<file path="src/pkg/lane_status_consts.vh">
/*
 * Constants for the lane configuration and status block: register offsets, field positions,
 * reset values, link training state codes and interrupt layout.
 * Assumes inclusion by bare name from the design file of the block.
 */
`ifndef LANE_STATUS_CONSTS_VH
`define LANE_STATUS_CONSTS_VH

`define LANES              8
`define ADDR_W             12
`define OFF_SERDES_CFG     12'h510
`define OFF_CODING_STS     12'h51C
`define OFF_ELASTIC_STS    12'h520
`define OFF_IRQ_STATUS     12'h530
`define OFF_IRQ_MASK       12'h534
`define LO_FIELD_LSB       0
`define HI_FIELD_LSB       16
`define SWING_BIT          16
`define UPPER_LANE_MASK    8'hF0
`define FULL_LANE_MASK     8'hFF
`define LTSSM_W            4
`define LTSSM_L0           4'h3
`define LTSSM_CONFIG       4'h2
`define LTSSM_DISABLED     4'hA
`define LTSSM_HOT_RESET    4'hB
`define IRQ_W              4
`define IRQ_DISPARITY      0
`define IRQ_DECODE         1
`define IRQ_UNDERFLOW      2
`define IRQ_OVERFLOW       3
`define RESP_OKAY          2'h0
`define RESP_SLVERR        2'h2
`define ZERO32             32'h00000000

`endif

</file>
<file path="src/verilog/serdes_lane_status_config.v">
/*
 * Lane configuration and lane error status for one switch port, with an AXI4-Lite slave,
 * a sticky event interrupt and synchronisers for every lane-side input.
 * Assumes lane event inputs are level pulses from the serial-lane clock domain lasting at least
 * three aclk periods, and that the lane clock is sampled as data only.
 */
`timescale 1ns/100ps
`include "lane_status_consts.vh"

module serdes_lane_status_config
(
    // Clock and reset.
    input  wire        aclk,
    input  wire        aresetn,
    input  wire        fund_resetn,
    // Write address channel.
    input  wire [11:0] s_axi_awaddr,
    input  wire        s_axi_awvalid,
    output reg         s_axi_awready,
    // Write data channel.
    input  wire [31:0] s_axi_wdata,
    input  wire [3:0]  s_axi_wstrb,
    input  wire        s_axi_wvalid,
    output reg         s_axi_wready,
    // Write response channel.
    output reg  [1:0]  s_axi_bresp,
    output reg         s_axi_bvalid,
    input  wire        s_axi_bready,
    // Read address channel.
    input  wire [11:0] s_axi_araddr,
    input  wire        s_axi_arvalid,
    output reg         s_axi_arready,
    // Read data channel.
    output reg  [31:0] s_axi_rdata,
    output reg  [1:0]  s_axi_rresp,
    output reg         s_axi_rvalid,
    input  wire        s_axi_rready,
    // Port mode straps and link state.
    input  wire        port_is_odd,
    input  wire        merged_mode,
    input  wire        serdes_test_mode,
    input  wire [3:0]  ltssm_state,
    // Lane side inputs.
    input  wire        lane_clk,
    input  wire [7:0]  receiver_detected_raw,
    input  wire [7:0]  disparity_error_evt,
    input  wire [7:0]  decode_error_evt,
    input  wire [7:0]  underflow_evt,
    input  wire [7:0]  overflow_evt,
    // Lane controls and interrupt.
    output reg  [7:0]  receiver_detected,
    output reg         transmit_swing_select,
    output reg         lane_clk_rise,
    output reg         irq
);

////////////////////////////////////////////////////////////////////////////////////////////////////

    localparam NIN = 5 * `LANES + `LTSSM_W + 4;

    function [7:0] w1c;
        input [7:0] cur;
        input [7:0] set;
        input [7:0] clr;
        input       en;
        begin
            w1c = (cur & ~(clr & {8{en}})) | set;
        end
    endfunction

    // Returns one for an address that names a register of this block.
    function addr_mapped;
        input [11:0] addr;
        begin
            if (addr == `OFF_SERDES_CFG)
            begin
                addr_mapped = 1'b1;
            end
            else if (addr == `OFF_CODING_STS)
            begin
                addr_mapped = 1'b1;
            end
            else if (addr == `OFF_ELASTIC_STS)
            begin
                addr_mapped = 1'b1;
            end
            else if (addr == `OFF_IRQ_STATUS)
            begin
                addr_mapped = 1'b1;
            end
            else if (addr == `OFF_IRQ_MASK)
            begin
                addr_mapped = 1'b1;
            end
            else
            begin
                addr_mapped = 1'b0;
            end
        end
    endfunction

    wire [NIN-1:0] async_in = {lane_clk, port_is_odd, merged_mode, serdes_test_mode, ltssm_state,
                               receiver_detected_raw, disparity_error_evt, decode_error_evt,
                               underflow_evt, overflow_evt};
    reg  [NIN-1:0] sync1_ff;
    reg  [NIN-1:0] sync2_ff;

    genvar gi;
    generate
        for (gi = 0; gi < NIN; gi = gi + 1)
        begin : g_sync
            always @(posedge aclk)
            begin
                if (!aresetn)
                begin
                    sync1_ff[gi] <= 1'b0;
                    sync2_ff[gi] <= 1'b0;
                end
                else
                begin
                    sync1_ff[gi] <= async_in[gi];
                    sync2_ff[gi] <= sync1_ff[gi];
                end
            end
        end
    endgenerate

    wire       s_lclk   = sync2_ff[NIN-1];
    wire       s_odd    = sync2_ff[NIN-2];
    wire       s_merged = sync2_ff[NIN-3];
    wire       s_test   = sync2_ff[NIN-4];
    wire [3:0] s_ltssm  = sync2_ff[NIN-5 -: 4];
    wire [7:0] s_rdet   = sync2_ff[39:32];
    wire [7:0] s_pde    = sync2_ff[31:24];
    wire [7:0] s_dec    = sync2_ff[23:16];
    wire [7:0] s_und    = sync2_ff[15:8];
    wire [7:0] s_ovr    = sync2_ff[7:0];

////////////////////////////////////////////////////////////////////////////////////////////////////

    reg  [7:0] receiver_detect_force_ff;
    reg        swing_ff;
    reg  [7:0] disparity_error_flags_ff;
    reg  [7:0] decode_error_flags_ff;
    reg  [7:0] receive_underflow_flags_ff;
    reg  [7:0] receive_overflow_flags_ff;
    reg  [3:0] irq_status_ff;
    reg  [3:0] irq_mask_ff;
    reg        lclk_prev_ff;

    wire [7:0] lane_valid = (s_odd || !s_merged) ? ~`UPPER_LANE_MASK : `FULL_LANE_MASK;
    wire       st_l0      = (s_ltssm == `LTSSM_L0);
    wire       st_dec     = st_l0 || (s_ltssm == `LTSSM_CONFIG) || (s_ltssm == `LTSSM_DISABLED) ||
                            (s_ltssm == `LTSSM_HOT_RESET);
    wire [7:0] set_pde    = s_pde & lane_valid & {8{st_l0}};
    wire [7:0] set_dec    = s_dec & lane_valid & {8{st_dec}};
    wire [7:0] set_und    = s_und & lane_valid & {8{st_l0}};
    wire [7:0] set_ovr    = s_ovr & lane_valid & {8{st_l0}};
    wire [3:0] irq_evt    = {|set_ovr, |set_und, |set_dec, |set_pde};

    reg  [11:0] awaddr_ff;
    reg         aw_full_ff;
    reg  [31:0] wdata_ff;
    reg  [3:0]  wstrb_ff;
    reg         w_full_ff;
    wire        do_write = aw_full_ff && w_full_ff && !s_axi_bvalid;
    wire        wr_cfg   = do_write && (awaddr_ff == `OFF_SERDES_CFG);
    wire        wr_cod   = do_write && (awaddr_ff == `OFF_CODING_STS);
    wire        wr_ela   = do_write && (awaddr_ff == `OFF_ELASTIC_STS);
    wire        wr_msk   = do_write && (awaddr_ff == `OFF_IRQ_MASK);
    wire        rd_take  = s_axi_arvalid && s_axi_arready;
    wire        rd_irq   = rd_take && (s_axi_araddr == `OFF_IRQ_STATUS);

////////////////////////////////////////////////////////////////////////////////////////////////////

    always @(posedge aclk)
    begin
        if (!aresetn)
        begin
            receiver_detect_force_ff <= 8'h00;
            swing_ff                 <= 1'b0;
            disparity_error_flags_ff <= 8'h00;
            decode_error_flags_ff    <= 8'h00;
            irq_status_ff            <= 4'h0;
            irq_mask_ff              <= 4'h0;
            lclk_prev_ff             <= 1'b0;
            receiver_detected        <= 8'h00;
            transmit_swing_select    <= 1'b0;
            lane_clk_rise            <= 1'b0;
            irq                      <= 1'b0;
        end
        else
        begin
            if (wr_cfg && wstrb_ff[0])
            begin
                receiver_detect_force_ff <= wdata_ff[`LO_FIELD_LSB +: 8];
            end
            if (wr_cfg && wstrb_ff[2])
            begin
                swing_ff <= wdata_ff[`SWING_BIT];
            end
            if (wr_msk && wstrb_ff[0])
            begin
                irq_mask_ff <= wdata_ff[3:0];
            end
            disparity_error_flags_ff <= w1c(disparity_error_flags_ff, set_pde,
                                            wdata_ff[`LO_FIELD_LSB +: 8], wr_cod && wstrb_ff[0]);
            decode_error_flags_ff    <= w1c(decode_error_flags_ff, set_dec,
                                            wdata_ff[`HI_FIELD_LSB +: 8], wr_cod && wstrb_ff[2]);
            irq_status_ff <= (rd_irq ? 4'h0 : irq_status_ff) | irq_evt;
            lclk_prev_ff  <= s_lclk;
            lane_clk_rise <= s_lclk && !lclk_prev_ff;
            receiver_detected <= (s_rdet | (s_test ? 8'h00 : receiver_detect_force_ff)) & lane_valid;
            transmit_swing_select <= swing_ff;
            irq <= |(((rd_irq ? 4'h0 : irq_status_ff) | irq_evt) & irq_mask_ff);
        end
    end

    // Elastic buffer flags are reset only by the fundamental reset.
    always @(posedge aclk)
    begin
        if (!fund_resetn)
        begin
            receive_underflow_flags_ff <= 8'h00;
            receive_overflow_flags_ff  <= 8'h00;
        end
        else if (aresetn)
        begin
            receive_underflow_flags_ff <= w1c(receive_underflow_flags_ff, set_und,
                                              wdata_ff[`LO_FIELD_LSB +: 8], wr_ela && wstrb_ff[0]);
            receive_overflow_flags_ff  <= w1c(receive_overflow_flags_ff, set_ovr,
                                              wdata_ff[`HI_FIELD_LSB +: 8], wr_ela && wstrb_ff[2]);
        end
    end

////////////////////////////////////////////////////////////////////////////////////////////////////

    always @(posedge aclk)
    begin
        if (!aresetn)
        begin
            awaddr_ff     <= 12'h000;
            aw_full_ff    <= 1'b0;
            wdata_ff      <= `ZERO32;
            wstrb_ff      <= 4'h0;
            w_full_ff     <= 1'b0;
            s_axi_awready <= 1'b1;
            s_axi_wready  <= 1'b1;
            s_axi_bvalid  <= 1'b0;
            s_axi_bresp   <= `RESP_OKAY;
        end
        else
        begin
            if (s_axi_awvalid && s_axi_awready)
            begin
                awaddr_ff     <= s_axi_awaddr;
                aw_full_ff    <= 1'b1;
                s_axi_awready <= 1'b0;
            end
            if (s_axi_wvalid && s_axi_wready)
            begin
                wdata_ff     <= s_axi_wdata;
                wstrb_ff     <= s_axi_wstrb;
                w_full_ff    <= 1'b1;
                s_axi_wready <= 1'b0;
            end
            if (do_write)
            begin
                s_axi_bvalid <= 1'b1;
                if (addr_mapped(awaddr_ff))
                begin
                    s_axi_bresp <= `RESP_OKAY;
                end
                else
                begin
                    s_axi_bresp <= `RESP_SLVERR;
                end
                aw_full_ff <= 1'b0;
                w_full_ff  <= 1'b0;
            end
            if (s_axi_bvalid && s_axi_bready)
            begin
                s_axi_bvalid  <= 1'b0;
                s_axi_awready <= 1'b1;
                s_axi_wready  <= 1'b1;
            end
        end
    end

    always @(posedge aclk)
    begin
        if (!aresetn)
        begin
            s_axi_arready <= 1'b1;
            s_axi_rvalid  <= 1'b0;
            s_axi_rdata   <= `ZERO32;
            s_axi_rresp   <= `RESP_OKAY;
        end
        else
        begin
            if (rd_take)
            begin
                s_axi_arready <= 1'b0;
                s_axi_rvalid  <= 1'b1;
                if (addr_mapped(s_axi_araddr))
                begin
                    s_axi_rresp <= `RESP_OKAY;
                end
                else
                begin
                    s_axi_rresp <= `RESP_SLVERR;
                end
                if (s_axi_araddr == `OFF_SERDES_CFG)
                begin
                    s_axi_rdata <= {15'h0000, swing_ff, 8'h00, receiver_detect_force_ff};
                end
                else if (s_axi_araddr == `OFF_CODING_STS)
                begin
                    s_axi_rdata <= {8'h00, decode_error_flags_ff, 8'h00, disparity_error_flags_ff};
                end
                else if (s_axi_araddr == `OFF_ELASTIC_STS)
                begin
                    s_axi_rdata <= {8'h00, receive_overflow_flags_ff, 8'h00, receive_underflow_flags_ff};
                end
                else if (s_axi_araddr == `OFF_IRQ_STATUS)
                begin
                    s_axi_rdata <= {28'h0000000, irq_status_ff};
                end
                else if (s_axi_araddr == `OFF_IRQ_MASK)
                begin
                    s_axi_rdata <= {28'h0000000, irq_mask_ff};
                end
                else
                begin
                    s_axi_rdata <= `ZERO32;
                end
            end
            if (s_axi_rvalid && s_axi_rready)
            begin
                s_axi_rvalid  <= 1'b0;
                s_axi_arready <= 1'b1;
            end
        end
    end

endmodule // serdes_lane_status_config

</file>
<file path="config.mk">
export PLATFORM = sky130hd
export DESIGN_NAME = serdes_lane_status_config
export DESIGN_NICKNAME = d
export VERILOG_FILES = /design/src/verilog/serdes_lane_status_config.v
export VERILOG_INCLUDE_DIRS = /design/src /design/src/pkg
export SDC_FILE = /design/constraint.sdc
export NUM_CORES = 1
export LEC_CHECK = 0
export ABC_AREA = 1
export BUFFER_PORTS_ARGS = -buffer_cell sky130_fd_sc_hd__buf_2
export CAP_MARGIN = 20
export CELL_PAD_IN_SITES_DETAIL_PLACEMENT = 0
export CELL_PAD_IN_SITES_GLOBAL_PLACEMENT = 2
export CORE_MARGIN = 4
export CORE_UTILIZATION = 31
export DETAILED_ROUTE_END_ITERATION = 10
export PLACE_DENSITY_LB_ADDON = 0.1
export SYNTH_ARGS = -nofsm -noshare
export SYNTH_HDL_FRONTEND = slang
export SYNTH_SLANG_ARGS = --single-unit
</file>
<file path="constraint.sdc">
create_clock -name aclk -period 1.8 [get_ports aclk]
set_input_delay 0.54 -clock aclk [delete_from_list [all_inputs] [get_ports aclk]]
set_output_delay 0.54 -clock aclk [all_outputs]
set_load 0.02 [all_outputs]
</file>
==> results of run 1 <==
[how the worst min path moves through the flow]
| stage | to | from | slack (ps) | depth (start not counted) |
|---|---|---|---|---|
| 5_1_grt | sync1_ff[2] | overflow_evt[2] | 200 | 3 |
| 4_1_cts | sync1_ff[2] | overflow_evt[2] | 190 | 3 |
| 6_report | sync1_ff[39] | receiver_detected_raw[7] | 210 | 3 |
| 3_3_place_gp | lane_clk_rise | lclk_prev_ff | 380 | 1 |
| 2_1_floorplan | lane_clk_rise | lclk_prev_ff | 370 | 1 |
| 3_5_place_dp | lane_clk_rise | lclk_prev_ff | 380 | 1 |
[power groups by stage]
stage | logic (µW) | registers, µW | clock network [µW]
3_3_place_gp | 730 | 5090 | 0
3_5_place_dp | 734 | 5090 | 0
5_1_grt | 823 | 5010 | 5390
2_1_floorplan | 432 | 5080 | 0
6_report | 719 | 4990 | 5020
4_1_cts | 736 | 4990 | 5210
[cells in the final DEF, fill, tap and decap left out, drive strengths merged, types with 3 or more instances in the layout]
cell type and n:
nor2 81, a211oi 12, buf 187, clkbuf 33
conb 18, o211ai 5, nand3 75, dfxtp 212
a21oi 88, nor4 3, bufinv 3, inv 182
nand2 204, o21ai 88, nand4 11, clkinv 9
[through the flow]
step	setup TNS (ps)	power (µW)	hold slack (ps)	area, µm²
detailed placement	-2200	5830	383	9380
global placement	-2020	5820	382	9380
CTS	0	10900	186	10200
floorplan	0	5520	368	8130
finish	0	10700	213	10200
global route	0	11200	196	10200
[worst min-delay path, delay by kind of cell]
kind | cells | cell delay (ps)
buf+inv | 2 | 110
simple gates | 1 | 40
[final cells by class]
type	instances	area [µm²]	area share, %
clock inverters	11	133	1.30
flip-flops and latches	212	4240	41.5
clock buffers	33	696	6.81
well taps	330	413	4.04
repair buffers	187	1190	11.7
inverters	184	691	6.76
multi-input cells	595	2850	27.9
[cells by family after synthesis]
kind of cell / after synthesis
AND/OR/NAND/NOR: 377
buffers and inverters: 248
flip-flops: 212
AO/OA/AOI/OAI: 200
other: 1
[registers in the layout (all words and copies together), names as in the netlist, 12 cells and up]
register     cells
sync1_ff        48
wdata_ff        16
s_axi_rdata     16
awaddr_ff       12
[metal layers]
metal	vias up	routed length, µm	GRT usage (%)
met5	-	0	0
met4	0	476	3.36
met3	34	1090	2.61
met2	135	10000	24.9
met1	2992	10400	21.1
li1	3545	-	-
[what timing repair did]
action | CTS | global route
endpoints found under the hold margin | 0 | 0
hold buffers | 0 | 0
resized for setup | 0 | 1
endpoints found under the setup margin | 0 | 8
==> flow_summary.ini, run 1 <==
[route]
drt-initial-drc-count = 319
postRouteAntennaNets = 0
wirelength_um = 22000
vias = 6706
drt-pass1-iter-count = 4
wl_per_cell_um = 14.2
viasPerCell = 4.32
drc = 0

[synthesis]
synthAdderAreaFrac_pct = 0
yosys-top-cells-count = dfxtp_1 (212), nand2_1 (199), inv_1 (180), a21oi_1 (85), o21ai_0 (84)
async_reset_ff_share_pct = 0
syn_area_per_cell_um2 = 7.77
synth_mux_area_share_pct = 0
yosysUniqueCellTypes = 38
synth_top_family_by_area = simple AND/OR/NAND/NOR gates
syn_area_mm2 = 0.00807
synth-seq-cells = 212
synth_top_area_share_pct = 52.6
synth_top_area_cell = dfxtp_1
synth_compound_area_share_pct = 13.8
synth_warnings = 0
synth_edf_count = 0
seq_area_frac_synth_pct = 52.6
synthFlopType = dfxtp_1
synth.area.top_cells = dfxtp_1 (53%), nand2_1 (9.3%), inv_1 (8.4%)
yosys.area_share.simple_pct = 20.6
netlist_instances = 1038
yosysMostFrequentCell = dfxtp_1
synthXorXnorAreaFrac_pct = 0

[place]
place_hpwl_um = 16300
gp_congestion = 0.788
placedCellCount = 1508
port_buffers = 131
pre_cts_slack_ps = -194

[critical_path]
path_max_fanout = 8
path_cells = nor2_1, nand2_1, nor2_2, nand3_1, buf_4, o21ai_0, a21oi_1
startpoint_type = flop
critPathSlowestCell = dfxtp_1
regToRegSetupSlack_ps = 200
critPathKind = reg2reg
cp.required_ps = 2190
reg2reg_from = awaddr_ff[6]
crit_start = awaddr_ff[6]
critPathArrivalTime_ps = 1990
cp_slowest_stage_delay_ps = 310
cp.depth = 7
end_kind = flop
crit_buf_inv = 1
r2r-end = disparity_error_flags_ff[5]
crit_family = simple AND/OR/NAND/NOR gates
timing.critical_path.to = disparity_error_flags_ff[5]
ff2ff_path_depth = 7

[power]
p_leak_uw = 0.00500
p_seq_share_pct = 46.5
powerDensity_mw_per_mm2 = 1050
clkPwrFrac_pct = 46.8
switching_share_pct = 22.8
internal-power_uw = 8280
ir_drop_v = 0.000542
switchingPower_uw = 2440
combPwrFrac_pct = 6.7

[sta]
rsz0062_at_grt = false
clock.fmax_ghz = 0.624
skew_ps = 11.8
fin_ws_ps = 198
hold_viol_final = 0
drv_slew = 0
fin_crit_sh_pct = 89.0
period_minus_slack_ps = 1600
setup_viol = 0

[cts]
cts_sinks = 212
post_cts_buffers = 0
clk_latency_ps = 510
h-tree-depth = 1
clockBufferDepth = 3
cts_tree = built
cts_root_buf = clkbuf_16
numCtsBuffers = 24
clk_pin_slew_ps = 60

[die]
die_w_um = 169
die_area_mm2 = 0.0287
core_area_mm2 = 0.0254
fp-row-count = 58
dieHeight_um = 169
initial_core_util_pct = 31.8
ioPinCount = 168

[grt]
grt_pass1_wl_um = 35100
antenna_found_initial = 0
grt.total_usage_pct = 15.2
gr-total-overflow = 0
grt_pass1_vias = 6475
grt_max_degree = 71

[flow_run]
maxCapViolations = 0

[layout]
diodes = 0
syn_to_final_growth_pct = 26.6
utilization_pct = 40.2
finalNonFillerCells = 1552
nets = 1320
fillers = 2764
final_layout_size_suffix_gt1_share_pct = 21.4

[hold_path]
hold_class = in2reg

[outcome]
status = complete, no violations
Note: power is estimated with default switching activity, not from simulation.
==> inputs of run 2 (changes only) <==
MAX_ROUTING_LAYER = met4   (was unset)
==> flow_summary.ini, run 2 (same netlist as run 1, synthesis figures left out) <==
[critical_path]
path_max_fanout = 8
critPathSlowestCell = nor3_4
critPathArrivalTime_ps = 1980
cp_slowest_stage_delay_ps = 320
regToRegSetupSlack_ps = 220
cp.required_ps = 2190
startpoint_type = flop
crit_family = simple AND/OR/NAND/NOR gates
end_kind = flop
path_cells = nor2_1, nand3_1, nor3_4, nand3_1, buf_4, o21ai_0, a21oi_1
critPathKind = reg2reg
crit_path_frequent_cell = nand3_1
crit_buf_inv = 1

[place]
place_hpwl_um = 16300
port_buffers = 131
gp_congestion = 0.799
pre_cts_slack_ps = -194
placed_area_mm2 = 0.00938

[layout]
largest_register_ffs = 48
mostFrequentLayoutCells = dfxtp_1 (212), nand2_1 (199), inv_1 (180), buf_2 (130), a21oi_1 (85)
diodes = 0
syn_to_final_growth_pct = 26.6
nets = 1320
final_layout_size_suffix_gt1_share_pct = 21.4
top_register = sync1_ff
regArea_mm2 = 0.00424
multi_input_area_mm2 = 0.00285
fin_area_mm2 = 0.0102
fillers = 2764
final_common_cell = dfxtp_1
reg_top3 = sync1_ff (48), s_axi_rdata (16), wdata_ff (16)

[sta]
skew_ps = 12.7
rsz0062_at_grt = false
drv_slew = 0
fin_crit_sh_pct = 88.0
setup_viol = 0
fin_ws_ps = 215
fin_tns_setup_ps = 0
hold_viol_final = 0
period_minus_slack_ps = 1580
clock.fmax_ghz = 0.631

[outcome]
status = complete, no violations

[power]
ir_drop_v = 0.000542
powerDensity_mw_per_mm2 = 1050
p_leak_uw = 0.00500

[grt]
grt_pass1_wl_um = 35000
grt.total_usage_pct = 15.6
grt_pass1_vias = 6488
grt_max_degree = 71
antenna_found_initial = 0
gr-total-overflow = 0

[route]
drt-initial-drc-count = 334
drt-pass1-iter-count = 4
wirelength_um = 22000
viasPerCell = 4.33
postRouteAntennaNets = 0
wl_per_cell_um = 14.1
drc = 0
vias = 6723

[cts]
h-tree-depth = 1
cts_tree = built
cts_sinks = 212
post_cts_buffers = 0
clk_pin_slew_ps = 60
cts_root_buf = clkbuf_16
clockBufferDepth = 3
clk_latency_ps = 510
hold_buffers = 0
numCtsBuffers = 24

[hold_path]
hold_class = in2reg

[die]
initial_core_util_pct = 31.8
core_area_mm2 = 0.0254
fp-row-count = 58
die_area_mm2 = 0.0287
ioPinCount = 168
die_w_um = 169
dieHeight_um = 169

[flow_run]
maxCapViolations = 0
==> run 2: cell counts in the layout (fill, tap and decap cells not counted) <==
No cell type changed its count.
==> run 2: per-layer routing <==
layer | routed length (µm) | vias to the layer above | share of wire, % | track usage (%)
met4 | 471 | 0 | 2.1 | 3.36
li1 | - | 3543 | - | -
met2 | 10100 | 137 | 46 | 25.0
met5 | 0 | - | 0 | -
met3 | 985 | 34 | 4.5 | 2.42
met1 | 10400 | 3009 | 47 | 21.1
==> run 2: final timing paths <==
check,startpoint,cells after the start,endpoint
worst max-delay path,awaddr_ff[11],7,receive_underflow_flags_ff[2]
worst min-delay path,receiver_detected_raw[7],3,sync1_ff[39]
worst max register to register,awaddr_ff[11],7,receive_underflow_flags_ff[2]
worst min register to register,lclk_prev_ff,1,lane_clk_rise
==> run 2: repair_timing <==
action,CTS,global route
setup endpoints to repair,0,8
resized for setup,0,1
endpoints found under the hold margin,0,0
==> run 2: area by class of cell <==
cell class              count  area share (%)
inverters                 184            6.76
repair buffers            187            11.7
clock buffers              33            6.81
flip-flops and latches    212            41.5
clock inverters            11            1.30
well taps                 330            4.04
multi-input cells         595            27.9
==> run 2: where the power goes <==
| part | switching [µW] | internal (µW) |
|---|---|---|
| clock | 1880 | 3130 |
| combinational | 448 | 271 |
| sequential | 104 | 4890 |
==> run 2: metrics by stage <==
step                      total power (µW)  std cells  utilization [%]  hold WS [ps]
after global routing                 11200       1552             40.2           196
final                                10700       1552             40.2           213
after detailed placement              5830       1508             36.9           383
after global placement                5820       1508             36.9           382
after CTS                            10900       1552             40.2           186
after floorplan                       5520       1055                -           368
==> run 2: worst register-to-register path, cell delays in order (launching register included) <==
cell and delay, ps:
dfxtp_1 310, nor2_1 100, nand3_1 180, nor3_4 320
nand3_1 120, buf_4 190, o21ai_0 180, a21oi_1 80
==> inputs of run 3 (changes only) <==
PLACE_DENSITY = 0.76   (was unset)
PLACE_DENSITY_LB_ADDON = unset   (was 0.1)
==> flow_summary.ini, run 3 (same netlist as run 1, synthesis figures left out) <==
[layout]
final_layout_size_suffix_gt1_share_pct = 21.2
mostFrequentLayoutCells = dfxtp_1 (212), nand2_1 (199), inv_1 (180), buf_2 (130), a21oi_1 (85)
utilization_pct = 40.1
reg_top3 = sync1_ff (48), s_axi_rdata (16), wdata_ff (16)
fin_area_mm2 = 0.0102
nets = 1318
top_register = sync1_ff
largest_register_ffs = 48
syn_to_final_growth_pct = 26.2
final_common_cell = dfxtp_1

[route]
drc = 0
drt-initial-drc-count = 380
vias = 6772
wirelength_um = 21500
wl_per_cell_um = 13.9
drt-pass1-iter-count = 4
viasPerCell = 4.37
postRouteAntennaNets = 0

[grt]
grt.total_usage_pct = 15.2
grt_pass1_vias = 6525
grt_pass1_wl_um = 34400
gr-total-overflow = 0
antenna_found_initial = 2
grt_max_degree = 55

[outcome]
status = complete, no violations

[cts]
cts_root_buf = clkbuf_16
cts_tree = built
h-tree-depth = 1
numCtsBuffers = 24
clk_pin_slew_ps = 60
post_cts_buffers = 0
clk_latency_ps = 520
cts_sinks = 212
clockBufferDepth = 3

[critical_path]
path_max_fanout = 8
end_kind = flop
startpoint_type = flop
critPathArrivalTime_ps = 2030
critPathKind = reg2reg
cp.required_ps = 2200

[sta]
fin_crit_sh_pct = 90.6
period_minus_slack_ps = 1630
setup_viol = 0
drv_slew = 0
fin_ws_ps = 170
hold_viol_final = 0
clock.fmax_ghz = 0.613
skew_ps = 22.5
whs_ps = 196
rsz0062_at_grt = false

[die]
die_area_mm2 = 0.0287
initial_core_util_pct = 31.8
die_w_um = 169
fp-row-count = 58
core_area_mm2 = 0.0254
dieHeight_um = 169
ioPinCount = 168

[place]
pre_cts_slack_ps = -159
gp_congestion = 0.811
port_buffers = 131
place_hpwl_um = 15900
placed_area_mm2 = 0.00936

[power]
powerDensity_mw_per_mm2 = 1040
finalPower_uw = 10600
ir_drop_v = 0.000526
p_leak_uw = 0.00497

[hold_path]
hold_class = in2reg

[flow_run]
maxCapViolations = 0
-- run 3: cell count changes in the layout (fill, tap and decap cells not counted), sizes merged --
cell    previous run  this run
buf              187       185
diode              0         2
clkbuf            33        32
-- run 3: stage by stage --
stage | setup TNS, ps | std cells
floorplan | 0 | 1055
global placement | -1160 | 1506
global route | 0 | 1551
finish | 0 | 1551
detailed placement | -1680 | 1506
CTS | 0 | 1549
-- run 3: layout make-up --
type	count	area, µm²
clock inverters	11	148
flip-flops and latches	212	4240
fillers	2739	15200
repair buffers	185	1160
inverters	184	691
diodes	2	5.00
clock buffers	32	661
well taps	330	413
multi-input cells	595	2860
-- run 3: where the power goes --
group | leakage, µW | internal, µW | switching (µW)
sequential | 0.00174 | 4880 | 105
clock | 0.000396 | 3010 | 1910
combinational | 0.00284 | 270 | 447
total | 0.00497 | 8170 | 2460
-- run 3: metal layers --
layer | GRT usage [%] | part of all wire (%) | vias up
li1 | - | - | 3542
met1 | 20.4 | 47 | 3039
met2 | 23.9 | 45 | 162
met3 | 2.59 | 5.7 | 29
met4 | 3.96 | 2.1 | 0
met5 | - | 0 | -
-- run 3: repair_timing --
action / 4_1_cts / 5_1_grt
endpoints found under the setup margin: 0 / 11
hold buffers: 0 / 0
gates resized for setup: 0 / 2
-- run 3: path summary, 6_finish.rpt --
check,depth (start not counted),to,from,slack [ps]
worst max register to register,7,disparity_error_flags_ff[7],awaddr_ff[6],170
worst min register to register,1,lane_clk_rise,lclk_prev_ff,390
worst max-delay path,7,disparity_error_flags_ff[7],awaddr_ff[6],170
worst min-delay path,3,sync1_ff[31],disparity_error_evt[7],200
-- run 3: critical path, stage by stage, from the launching register on --
cell	delay, ps
dfxtp_1	300
nor2_1	200
nand2_1	110
nor2_2	290
nand3_1	130
buf_4	190
o21ai_0	180
a21oi_1	100
